### config.mk
export PLATFORM = sky130hd
export DESIGN_NAME = pct_timebase
export DESIGN_NICKNAME = d
export VERILOG_FILES = /design/src/design/pct_pkg.sv /design/src/design/pct_sync.sv /design/src/design/pct_timebase.sv
export SDC_FILE = /design/constraint.sdc
export NUM_CORES = 1
export LEC_CHECK = 0
export BUFFER_PORTS_ARGS = -buffer_cell sky130_fd_sc_hd__buf_4
export CAP_MARGIN = 40
export CORE_MARGIN = 1
export CORE_UTILIZATION = 60
export CTS_CLUSTER_SIZE = 14
export DETAILED_ROUTE_END_ITERATION = 8
export GPL_ROUTABILITY_DRIVEN = 1
export GPL_TIMING_DRIVEN = 1
export PLACE_DENSITY_LB_ADDON = 0.2
export SLEW_MARGIN = 40
export SYNTH_ARGS = -nofsm -noshare
export SYNTH_HDL_FRONTEND = slang
export SYNTH_SLANG_ARGS = --single-unit
### constraint.sdc
create_clock -name sys_clk -period 6.87 [get_ports sys_clk]
set_clock_uncertainty 0.2 [all_clocks]
set_input_delay 0.687 -clock sys_clk [delete_from_list [all_inputs] [get_ports sys_clk]]
set_output_delay 0.687 -clock sys_clk [all_outputs]
set_load 0.1 [all_outputs]
### src/design/pct_pkg.sv
package pct_pkg;
  // register addresses
  localparam logic [7:0] ADDR_CTRL  = 8'hD8;
  localparam logic [7:0] ADDR_MODE  = 8'hED;
  localparam logic [7:0] ADDR_PWM   = 8'hA1;
  localparam logic [7:0] ADDR_CPL0  = 8'hF1;
  localparam int         NUM_MOD    = 3;
  // field positions
  localparam int CTRL_CF  = 7;
  localparam int CTRL_CR  = 6;
  localparam int MODE_IDLE_SUSPEND = 7;
  localparam int MODE_CPS_LO = 1;
  localparam int MODE_ECF = 0;
  localparam int PWM_RELOAD_REGISTER_SELECT = 7;
  localparam int PWM_CYCLE_OVERFLOW_IRQ_ENABLE = 6;
  localparam int PWM_CYCLE_OVERFLOW_FLAG = 5;
  localparam int PWM_CLSEL_LO = 0;
  localparam int CNT_W = 16;
  // timebase codes
  localparam logic [2:0] CPS_DIV12 = 3'h0;
  localparam logic [2:0] CPS_DIV4  = 3'h1;
  localparam logic [2:0] CPS_T0    = 3'h2;
  localparam logic [2:0] CPS_ECI   = 3'h3;
  localparam logic [2:0] CPS_SYS   = 3'h4;
  localparam logic [2:0] CPS_EXT8  = 3'h5;
  // prescaler terminal counts
  localparam logic [3:0] PRE12_LAST = 4'hB;
  localparam logic [3:0] PRE4_LAST  = 4'h3;
  localparam logic [2:0] EXT8_LAST  = 3'h7;
  localparam logic [1:0] CLSEL_8BIT = 2'h0;
  localparam logic [7:0] RD_ZERO    = 8'h00;

  typedef struct packed {
    logic [7:0] addr;
    logic [7:0] wdata;
    logic       wr;
    logic       rd;
  } pct_sfr_req_t;

  typedef struct packed {
    logic [NUM_MOD-1:0] pwm_en;
    logic [NUM_MOD-1:0] pwm16;
  } pct_mod_mode_t;
endpackage

### src/design/pct_sync.sv
`timescale 1ns/1ps
module pct_sync #(
  parameter int W = 1
) (
  // clock and reset
  input  wire logic         clk,
  input  wire logic         rst_n,
  // data
  input  wire logic [W-1:0] din,
  output logic      [W-1:0] dout
);
  logic [W-1:0] meta_q;

  always_ff @(posedge clk or negedge rst_n) begin
    if (!rst_n) begin
      meta_q <= '0;
      dout   <= '0;
    end else begin
      meta_q <= din;
      dout   <= meta_q;
    end
  end
endmodule

### src/design/pct_timebase.sv
`timescale 1ns/1ps
// What this block does
// - idle_suspend set: counter array halts while the cpu idles
// - unused configuration bits read zero and ignore writes
// - timebase 000 sysclk/12, 001 sysclk/4, 100 sysclk
// - timebase 010 counts timer zero overflows
// - timebase 011 counts falling edges of external count input, max sysclk/4
// - timebase 101 counts external oscillator divided by eight, synchronised
// - counter overflow flag with its enable raises the interrupt request
// - reload_register_select steers compare byte accesses to reload registers
// - reload registers act only in 9, 10 and 11-bit pwm
// - cycle overflow flag with its enable raises the interrupt request
// - cycle overflow flag set on carry out of selected bit
// - cycle overflow flag set by hardware or software write, software clears
// - cycle length field 00..11 selects 8..11 bits
// - cycle length applies to all non-16-bit pwm modules
// - counter wrap from all ones sets overflow flag, software clears
// - counter advances only while counter_run is one
// - on cycle carry in 9-11 bit pwm, reload copied into compare
module pct_timebase (
  // clock and reset
  input  wire logic                          sys_clk,
  input  wire logic                          reset_n,
  // sfr access
  input  wire pct_pkg::pct_sfr_req_t         sfr_req,
  output logic      [7:0]                    sfr_rdata_q,
  // system events and pins
  input  wire logic                          cpu_idle,
  input  wire logic                          timer0_overflow,
  input  wire logic                          external_count_input,
  input  wire logic                          ext_osc_clk,
  input  wire pct_pkg::pct_mod_mode_t        mod_mode,
  // results
  output logic      [pct_pkg::CNT_W-1:0]     counter_value_q,
  output logic      [pct_pkg::NUM_MOD*16-1:0] module_compare_value_q,
  output logic                               irq_q
);
  logic [1:0] rst_sync_q;
  logic       rst_n;
  logic       eci_s, osc_s, eci_prev_q, osc_prev_q;
  logic       cf_q, cr_q, idle_suspend_q, ecf_q, reload_register_select_q, cycle_overflow_irq_enable_q, cycle_overflow_flag_q;
  logic [2:0] cps_q;
  logic [1:0] clsel_q;
  logic [3:0] pre_q;
  logic [2:0] ext_div_q;
  logic       tick, run_ok, inc, wrap, cyc_carry;
  logic [15:0] arl_q [pct_pkg::NUM_MOD];
  logic [pct_pkg::NUM_MOD-1:0] reload_en;
  logic       wr_ctrl, wr_mode, wr_pwm;

  // async assert, synchronous release
  always_ff @(posedge sys_clk or negedge reset_n) begin
    if (!reset_n) rst_sync_q <= 2'h0;
    else rst_sync_q <= {rst_sync_q[0], 1'b1};
  end
  assign rst_n = rst_sync_q[1];

  pct_sync #(.W(2)) u_pin_sync (
    .clk  (sys_clk),
    .rst_n(rst_n),
    .din  ({external_count_input, ext_osc_clk}),
    .dout ({eci_s, osc_s})
  );

  always_ff @(posedge sys_clk or negedge rst_n) begin
    if (!rst_n) begin
      eci_prev_q <= 1'b0;
      osc_prev_q <= 1'b0;
    end else begin
      eci_prev_q <= eci_s;
      osc_prev_q <= osc_s;
    end
  end

  assign wr_ctrl = sfr_req.wr && (sfr_req.addr == pct_pkg::ADDR_CTRL);
  assign wr_mode = sfr_req.wr && (sfr_req.addr == pct_pkg::ADDR_MODE);
  assign wr_pwm  = sfr_req.wr && (sfr_req.addr == pct_pkg::ADDR_PWM);

  // suspend freezes everything, prescalers included
  assign run_ok = cr_q && !(idle_suspend_q && cpu_idle);

  // sysclk prescaler, held at zero while the select is on neither divided code
  always_ff @(posedge sys_clk or negedge rst_n) begin
    if (!rst_n) pre_q <= 4'h0;
    else if (!run_ok) pre_q <= pre_q;
    else if ((cps_q == pct_pkg::CPS_DIV12 && pre_q == pct_pkg::PRE12_LAST) ||
             (cps_q == pct_pkg::CPS_DIV4 && pre_q == pct_pkg::PRE4_LAST) ||
             (cps_q != pct_pkg::CPS_DIV12 && cps_q != pct_pkg::CPS_DIV4))
      pre_q <= 4'h0;
    else pre_q <= pre_q + 4'h1;
  end

  // oscillator edges counted at sysclk, so osc must stay below sysclk/2
  always_ff @(posedge sys_clk or negedge rst_n) begin
    if (!rst_n) ext_div_q <= 3'h0;
    else if (run_ok && osc_s && !osc_prev_q) ext_div_q <= ext_div_q + 3'h1;
  end

  always_comb begin
    case (cps_q)
      pct_pkg::CPS_DIV12: tick = (pre_q == pct_pkg::PRE12_LAST);
      pct_pkg::CPS_DIV4:  tick = (pre_q == pct_pkg::PRE4_LAST);
      pct_pkg::CPS_T0:    tick = timer0_overflow;
      pct_pkg::CPS_ECI:   tick = eci_prev_q && !eci_s;
      pct_pkg::CPS_SYS:   tick = 1'b1;
      pct_pkg::CPS_EXT8:  tick = osc_s && !osc_prev_q && ext_div_q == pct_pkg::EXT8_LAST;
      default:            tick = 1'b0; // reserved codes hold the count
    endcase
  end

  assign inc  = tick && run_ok;
  assign wrap = inc && (&counter_value_q);

  always_comb begin
    case (clsel_q)
      2'h0:    cyc_carry = inc && (&counter_value_q[7:0]);
      2'h1:    cyc_carry = inc && (&counter_value_q[8:0]);
      2'h2:    cyc_carry = inc && (&counter_value_q[9:0]);
      default: cyc_carry = inc && (&counter_value_q[10:0]);
    endcase
  end

  always_ff @(posedge sys_clk or negedge rst_n) begin
    if (!rst_n) counter_value_q <= '0;
    else if (inc) counter_value_q <= counter_value_q + 16'h1;
  end

  // control register: flag set wins over a software clear
  always_ff @(posedge sys_clk or negedge rst_n) begin
    if (!rst_n) begin
      cf_q <= 1'b0;
      cr_q <= 1'b0;
    end else begin
      if (wr_ctrl) cr_q <= sfr_req.wdata[pct_pkg::CTRL_CR];
      if (wrap) cf_q <= 1'b1;
      else if (wr_ctrl) cf_q <= sfr_req.wdata[pct_pkg::CTRL_CF];
    end
  end

  always_ff @(posedge sys_clk or negedge rst_n) begin
    if (!rst_n) begin
      idle_suspend_q <= 1'b0;
      cps_q  <= pct_pkg::CPS_DIV12;
      ecf_q  <= 1'b0;
    end else if (wr_mode) begin // bits 6:4 dropped
      idle_suspend_q <= sfr_req.wdata[pct_pkg::MODE_IDLE_SUSPEND];
      cps_q  <= sfr_req.wdata[pct_pkg::MODE_CPS_LO +: 3];
      ecf_q  <= sfr_req.wdata[pct_pkg::MODE_ECF];
    end
  end

  always_ff @(posedge sys_clk or negedge rst_n) begin
    if (!rst_n) begin
      reload_register_select_q <= 1'b0;
      cycle_overflow_irq_enable_q  <= 1'b0;
      cycle_overflow_flag_q  <= 1'b0;
      clsel_q <= pct_pkg::CLSEL_8BIT;
    end else begin
      if (wr_pwm) begin // bits 4:2 dropped
        reload_register_select_q <= sfr_req.wdata[pct_pkg::PWM_RELOAD_REGISTER_SELECT];
        cycle_overflow_irq_enable_q  <= sfr_req.wdata[pct_pkg::PWM_CYCLE_OVERFLOW_IRQ_ENABLE];
        clsel_q <= sfr_req.wdata[pct_pkg::PWM_CLSEL_LO +: 2];
      end
      if (cyc_carry) cycle_overflow_flag_q <= 1'b1;
      else if (wr_pwm) cycle_overflow_flag_q <= sfr_req.wdata[pct_pkg::PWM_CYCLE_OVERFLOW_FLAG];
    end
  end

  // reload only for 9-11 bit pwm; 16-bit modules ignore cycle length
  always_comb begin
    for (int m = 0; m < pct_pkg::NUM_MOD; m++) begin
      reload_en[m] = cyc_carry && mod_mode.pwm_en[m] && !mod_mode.pwm16[m] &&
                     (clsel_q != pct_pkg::CLSEL_8BIT);
    end
  end

  // compare/reload storage; hardware reload beats a same-cycle write
  always_ff @(posedge sys_clk or negedge rst_n) begin
    if (!rst_n) begin
      module_compare_value_q <= '0;
      for (int m = 0; m < pct_pkg::NUM_MOD; m++) arl_q[m] <= 16'h0;
    end else begin
      for (int m = 0; m < pct_pkg::NUM_MOD; m++) begin
        if (reload_en[m]) module_compare_value_q[m*16 +: 16] <= arl_q[m];
        else if (sfr_req.wr && !reload_register_select_q &&
                 sfr_req.addr == pct_pkg::ADDR_CPL0 + 8'(2*m))
          module_compare_value_q[m*16 +: 8] <= sfr_req.wdata;
        else if (sfr_req.wr && !reload_register_select_q &&
                 sfr_req.addr == pct_pkg::ADDR_CPL0 + 8'(2*m+1))
          module_compare_value_q[m*16+8 +: 8] <= sfr_req.wdata;
        if (sfr_req.wr && reload_register_select_q && sfr_req.addr == pct_pkg::ADDR_CPL0 + 8'(2*m))
          arl_q[m][7:0] <= sfr_req.wdata;
        else if (sfr_req.wr && reload_register_select_q &&
                 sfr_req.addr == pct_pkg::ADDR_CPL0 + 8'(2*m+1))
          arl_q[m][15:8] <= sfr_req.wdata;
      end
    end
  end

  // read data one cycle after the strobe; unmapped reads zero
  always_ff @(posedge sys_clk or negedge rst_n) begin
    if (!rst_n) sfr_rdata_q <= pct_pkg::RD_ZERO;
    else if (sfr_req.rd) begin
      sfr_rdata_q <= pct_pkg::RD_ZERO;
      if (sfr_req.addr == pct_pkg::ADDR_CTRL) sfr_rdata_q <= {cf_q, cr_q, 6'h00};
      else if (sfr_req.addr == pct_pkg::ADDR_MODE)
        sfr_rdata_q <= {idle_suspend_q, 3'h0, cps_q, ecf_q};
      else if (sfr_req.addr == pct_pkg::ADDR_PWM)
        sfr_rdata_q <= {reload_register_select_q, cycle_overflow_irq_enable_q, cycle_overflow_flag_q, 3'h0, clsel_q};
      else begin
        for (int m = 0; m < pct_pkg::NUM_MOD; m++) begin
          if (sfr_req.addr == pct_pkg::ADDR_CPL0 + 8'(2*m))
            sfr_rdata_q <= reload_register_select_q ? arl_q[m][7:0] : module_compare_value_q[m*16 +: 8];
          else if (sfr_req.addr == pct_pkg::ADDR_CPL0 + 8'(2*m+1))
            sfr_rdata_q <= reload_register_select_q ? arl_q[m][15:8] : module_compare_value_q[m*16+8 +: 8];
        end
      end
    end
  end

  always_ff @(posedge sys_clk or negedge rst_n) begin
    if (!rst_n) irq_q <= 1'b0;
    else irq_q <= (cf_q && ecf_q) || (cycle_overflow_flag_q && cycle_overflow_irq_enable_q);
  end
endmodule

==> impl_metrics.yaml <==
route:
  via_per_inst: 6.26
  drc: 0
  drt-pass1-iter-count: 5
  vias: 5602
  drt_wl_total_um: 19100
  drt_iter0_markers: 449
  wl_per_cell_um: 21.3
  ant_nets: 0
pwr:
  power_w: 0.00213
  p_leak_nw: 4.36
  power_density_mw_per_mm2: 234
  peakVddDrop_mv: 0.161
floorplanning:
  die_w_um: 115
  core-area_mm2: 0.0122
  io_pins: 103
  dieArea_mm2: 0.0132
  initial_core_util_pct: 62.7
  floorplan.die.height_um: 115
  row_count: 40
timing:
  fmax_mhz: 313
  slew_headroom_pct: 43.2
  min_period_ps: 3200
  report.final.slew_viol_count: 0
  hold_viol: 0
  fin_crit_sh_pct: 46.6
  rsz0062_at_grt: "no"
  finalSetupTns_ps: 0
  setup_viol: 0
  setup_ws_ps: 3670
  worstMarginPinSlew_ps: 848
grt:
  grt_pass1_wl_um: 30200
  antenna_found_initial: 0
  grt_pass1_vias: 5651
  overflow: 0
  gr-usage-all-layers_pct: 30.8
  grt_max_degree: 82
synth:
  synth_most_common_cell: "mux2_2"
  synth_top_cells_by_count: "mux2_2, dfrtp_1, mux2i_1, nand2_1, nor2_1"
  ys_seq_elements: 148
  syn_area_mm2: 0.00765
  synth_top_cells_by_area: "dfrtp_1, mux2_2, mux2i_1"
  postSynth.asyncResetShare_pct: 100
  synth_top_area_share_pct: 48.4
  synth_cells: 619
  synth_edf_count: 0
  synth_top_flop_cell: "dfrtp_1"
  ys_types: 63
  synth_area_per_cell_um2: 12.4
  synth_largest_area_cell: "dfrtp_1"
  ys_seq_area_share_pct: 48.4
  syn-num-nets: 654
  yosysWarnings: 0
clocking:
  cts.sinks: 148
  postCtsSetupBuffers: 0
  cts_tree: "yes"
  clockBufferDepth: 2
  cts-root-buf: "clkbuf_16"
  cts-buffers-inserted: 17
  insertion_delay_ps: 430
  htree_levels: 4
  postCtsResizedCells: 0
  clkTransAtPathRegs_ps: 60
finish:
  synthToLayoutAreaGrowth_pct: 19.4
  n_antenna_cell: 0
  layout.area.seq_mm2: 0.00371
  multi_input_area_mm2: 0.00378
  final_area_mm2: 0.00914
  fin_nets: 749
  fillers: 873
  drive_gt1_share_pct: 44.3
  fin_cells: 895
run_status:
  status: "finished, final reports clean"
worst_setup_path:
  crit_path_end_kind: "flip-flop"
  r2r_start: "counter_value_q[0]"
  worstSetupPathType: "flip-flop to flip-flop"
  r2r_cells: 8
  r2r_end: "module_compare_value_q[15]"
  startpoint_type: "flip-flop"
  crit_end: "module_compare_value_q[15]"
  rrSetupSlack_ps: 3670
  crit_start: "counter_value_q[0]"
  cp.required_ps: 6980
  crit_path_max_fanout: 16
  cp.arrival_ps: 3310
placement:
  dpl_cell_area_mm2: 0.00854
  routabilityCongestion: 0.889
  placed_cells: 861
  dp_hpwl_um: 13200
  dp_slack_ps: 3630
  io_buffers: 102
min_path:
  min_path_type: "flip-flop to asynchronous set/reset pin"
flow_run:
  cap_violations: 0
flip-flops by register name, summed over array words and instances (netlist names), 3 cells and up:
register and flops:
module_compare_value_q 48, pre_q 4, cps_q 3, counter_value_q 16, sfr_rdata_q 8, arl_q 48
ext_div_q 3
layout by cell type, fill, tap and decap left out, types with 4 or more instances in the layout:
master | synthesis | final
mux2_2 | 155 | 155
dfrtp_1 | 148 | 146
buf_4 | 0 | 105
mux2i_1 | 38 | 38
nand2_1 | 28 | 28
nor2_1 | 26 | 26
clkbuf_16 | 0 | 17
xor2_1 | 14 | 14
o22ai_1 | 13 | 13
nor3_1 | 11 | 11
nand3_1 | 10 | 10
mux2_4 | 10 | 10
a21oi_1 | 9 | 9
nor4_1 | 9 | 9
o21ai_0 | 8 | 8
o31ai_1 | 6 | 6
nand2b_1 | 5 | 5
inv_1 | 5 | 5
and3_1 | 5 | 5
ha_1 | 5 | 5
nor3_2 | 4 | 4
a22oi_1 | 4 | 4
nand4b_1 | 4 | 4
nor2b_1 | 4 | 4
clkinv_2 | 0 | 4
worst max-delay path: stages, from the launching register on:
cell and delay [ps]:
dfrtp_1 400, ha_1 210, nand2_1 150, nor3_2 280, ha_1 190, nand2_1 50, a2bb2oi_1 180, or4_2 1000
mux2_4 410
power breakdown:
group          switching [W]  leakage (nW)  total, W  internal, W
sequential         0.0000335          2.02  0.000937     0.000903
clock               0.000353         0.283  0.000914     0.000561
combinational       0.000198          2.07  0.000284    0.0000859
total               0.000585          4.36   0.00213      0.00155
routing by layer:
layer / wire length [um] / share of wire (%) / GRT usage [%]
met5: 0 / 0 / 0
met4: 625 / 3.3 / 13.4
met1: 8090 / 42 / 41.2
met2: 9220 / 48 / 49.0
met3: 1120 / 5.9 / 6.17
how the worst min path moves through the flow:
stage / startpoint / endpoint / cells past startpoint
floorplan: rst_sync_q[0] / rst_sync_q[1] / 0
global placement: u_pin_sync.meta_q[1] / u_pin_sync.dout[1] / 0
detailed placement: rst_sync_q[1] / counter_value_q[0] / 0
CTS: rst_sync_q[1] / counter_value_q[0] / 0
global route: rst_sync_q[1] / counter_value_q[0] / 0
finish: rst_sync_q[1] / counter_value_q[5] / 0
repair_timing:
action | CTS | global route
setup endpoints to repair | 0 | 0
hold endpoints to repair | 2 | 0
hold buffers | 1 | 0
kinds of logic after synthesis:
kind of cell	count (synthesis)	share of synthesized area, %
buf+inv	39	2.22
flops	148	48.4
fa+ha+maj	5	0.818
mux	203	29.7
other cells	1	0.0490
compound gates	67	6.35
xor+xnor	17	1.95
simple gates	139	10.5
stage by stage:
step	hold slack (ps)	util (%)
2_1_floorplan	131	-
3_3_place_gp	134	69.7
3_5_place_dp	77.6	69.9
4_1_cts	86.8	74.8
5_1_grt	99.0	74.8
6_report	68.7	74.8
final cells by class:
cell class / count / area share (%)
Clock buffer: 23 / 5.23
Clock inverter: 9 / 1.14
Inverter: 6 / 0.247
Multi-Input combinational cell: 432 / 41.4
Sequential cell: 148 / 40.6
Tap cell: 168 / 2.30
Timing Repair Buffer: 109 / 9.13
Power figures use the tool's default switching activity.
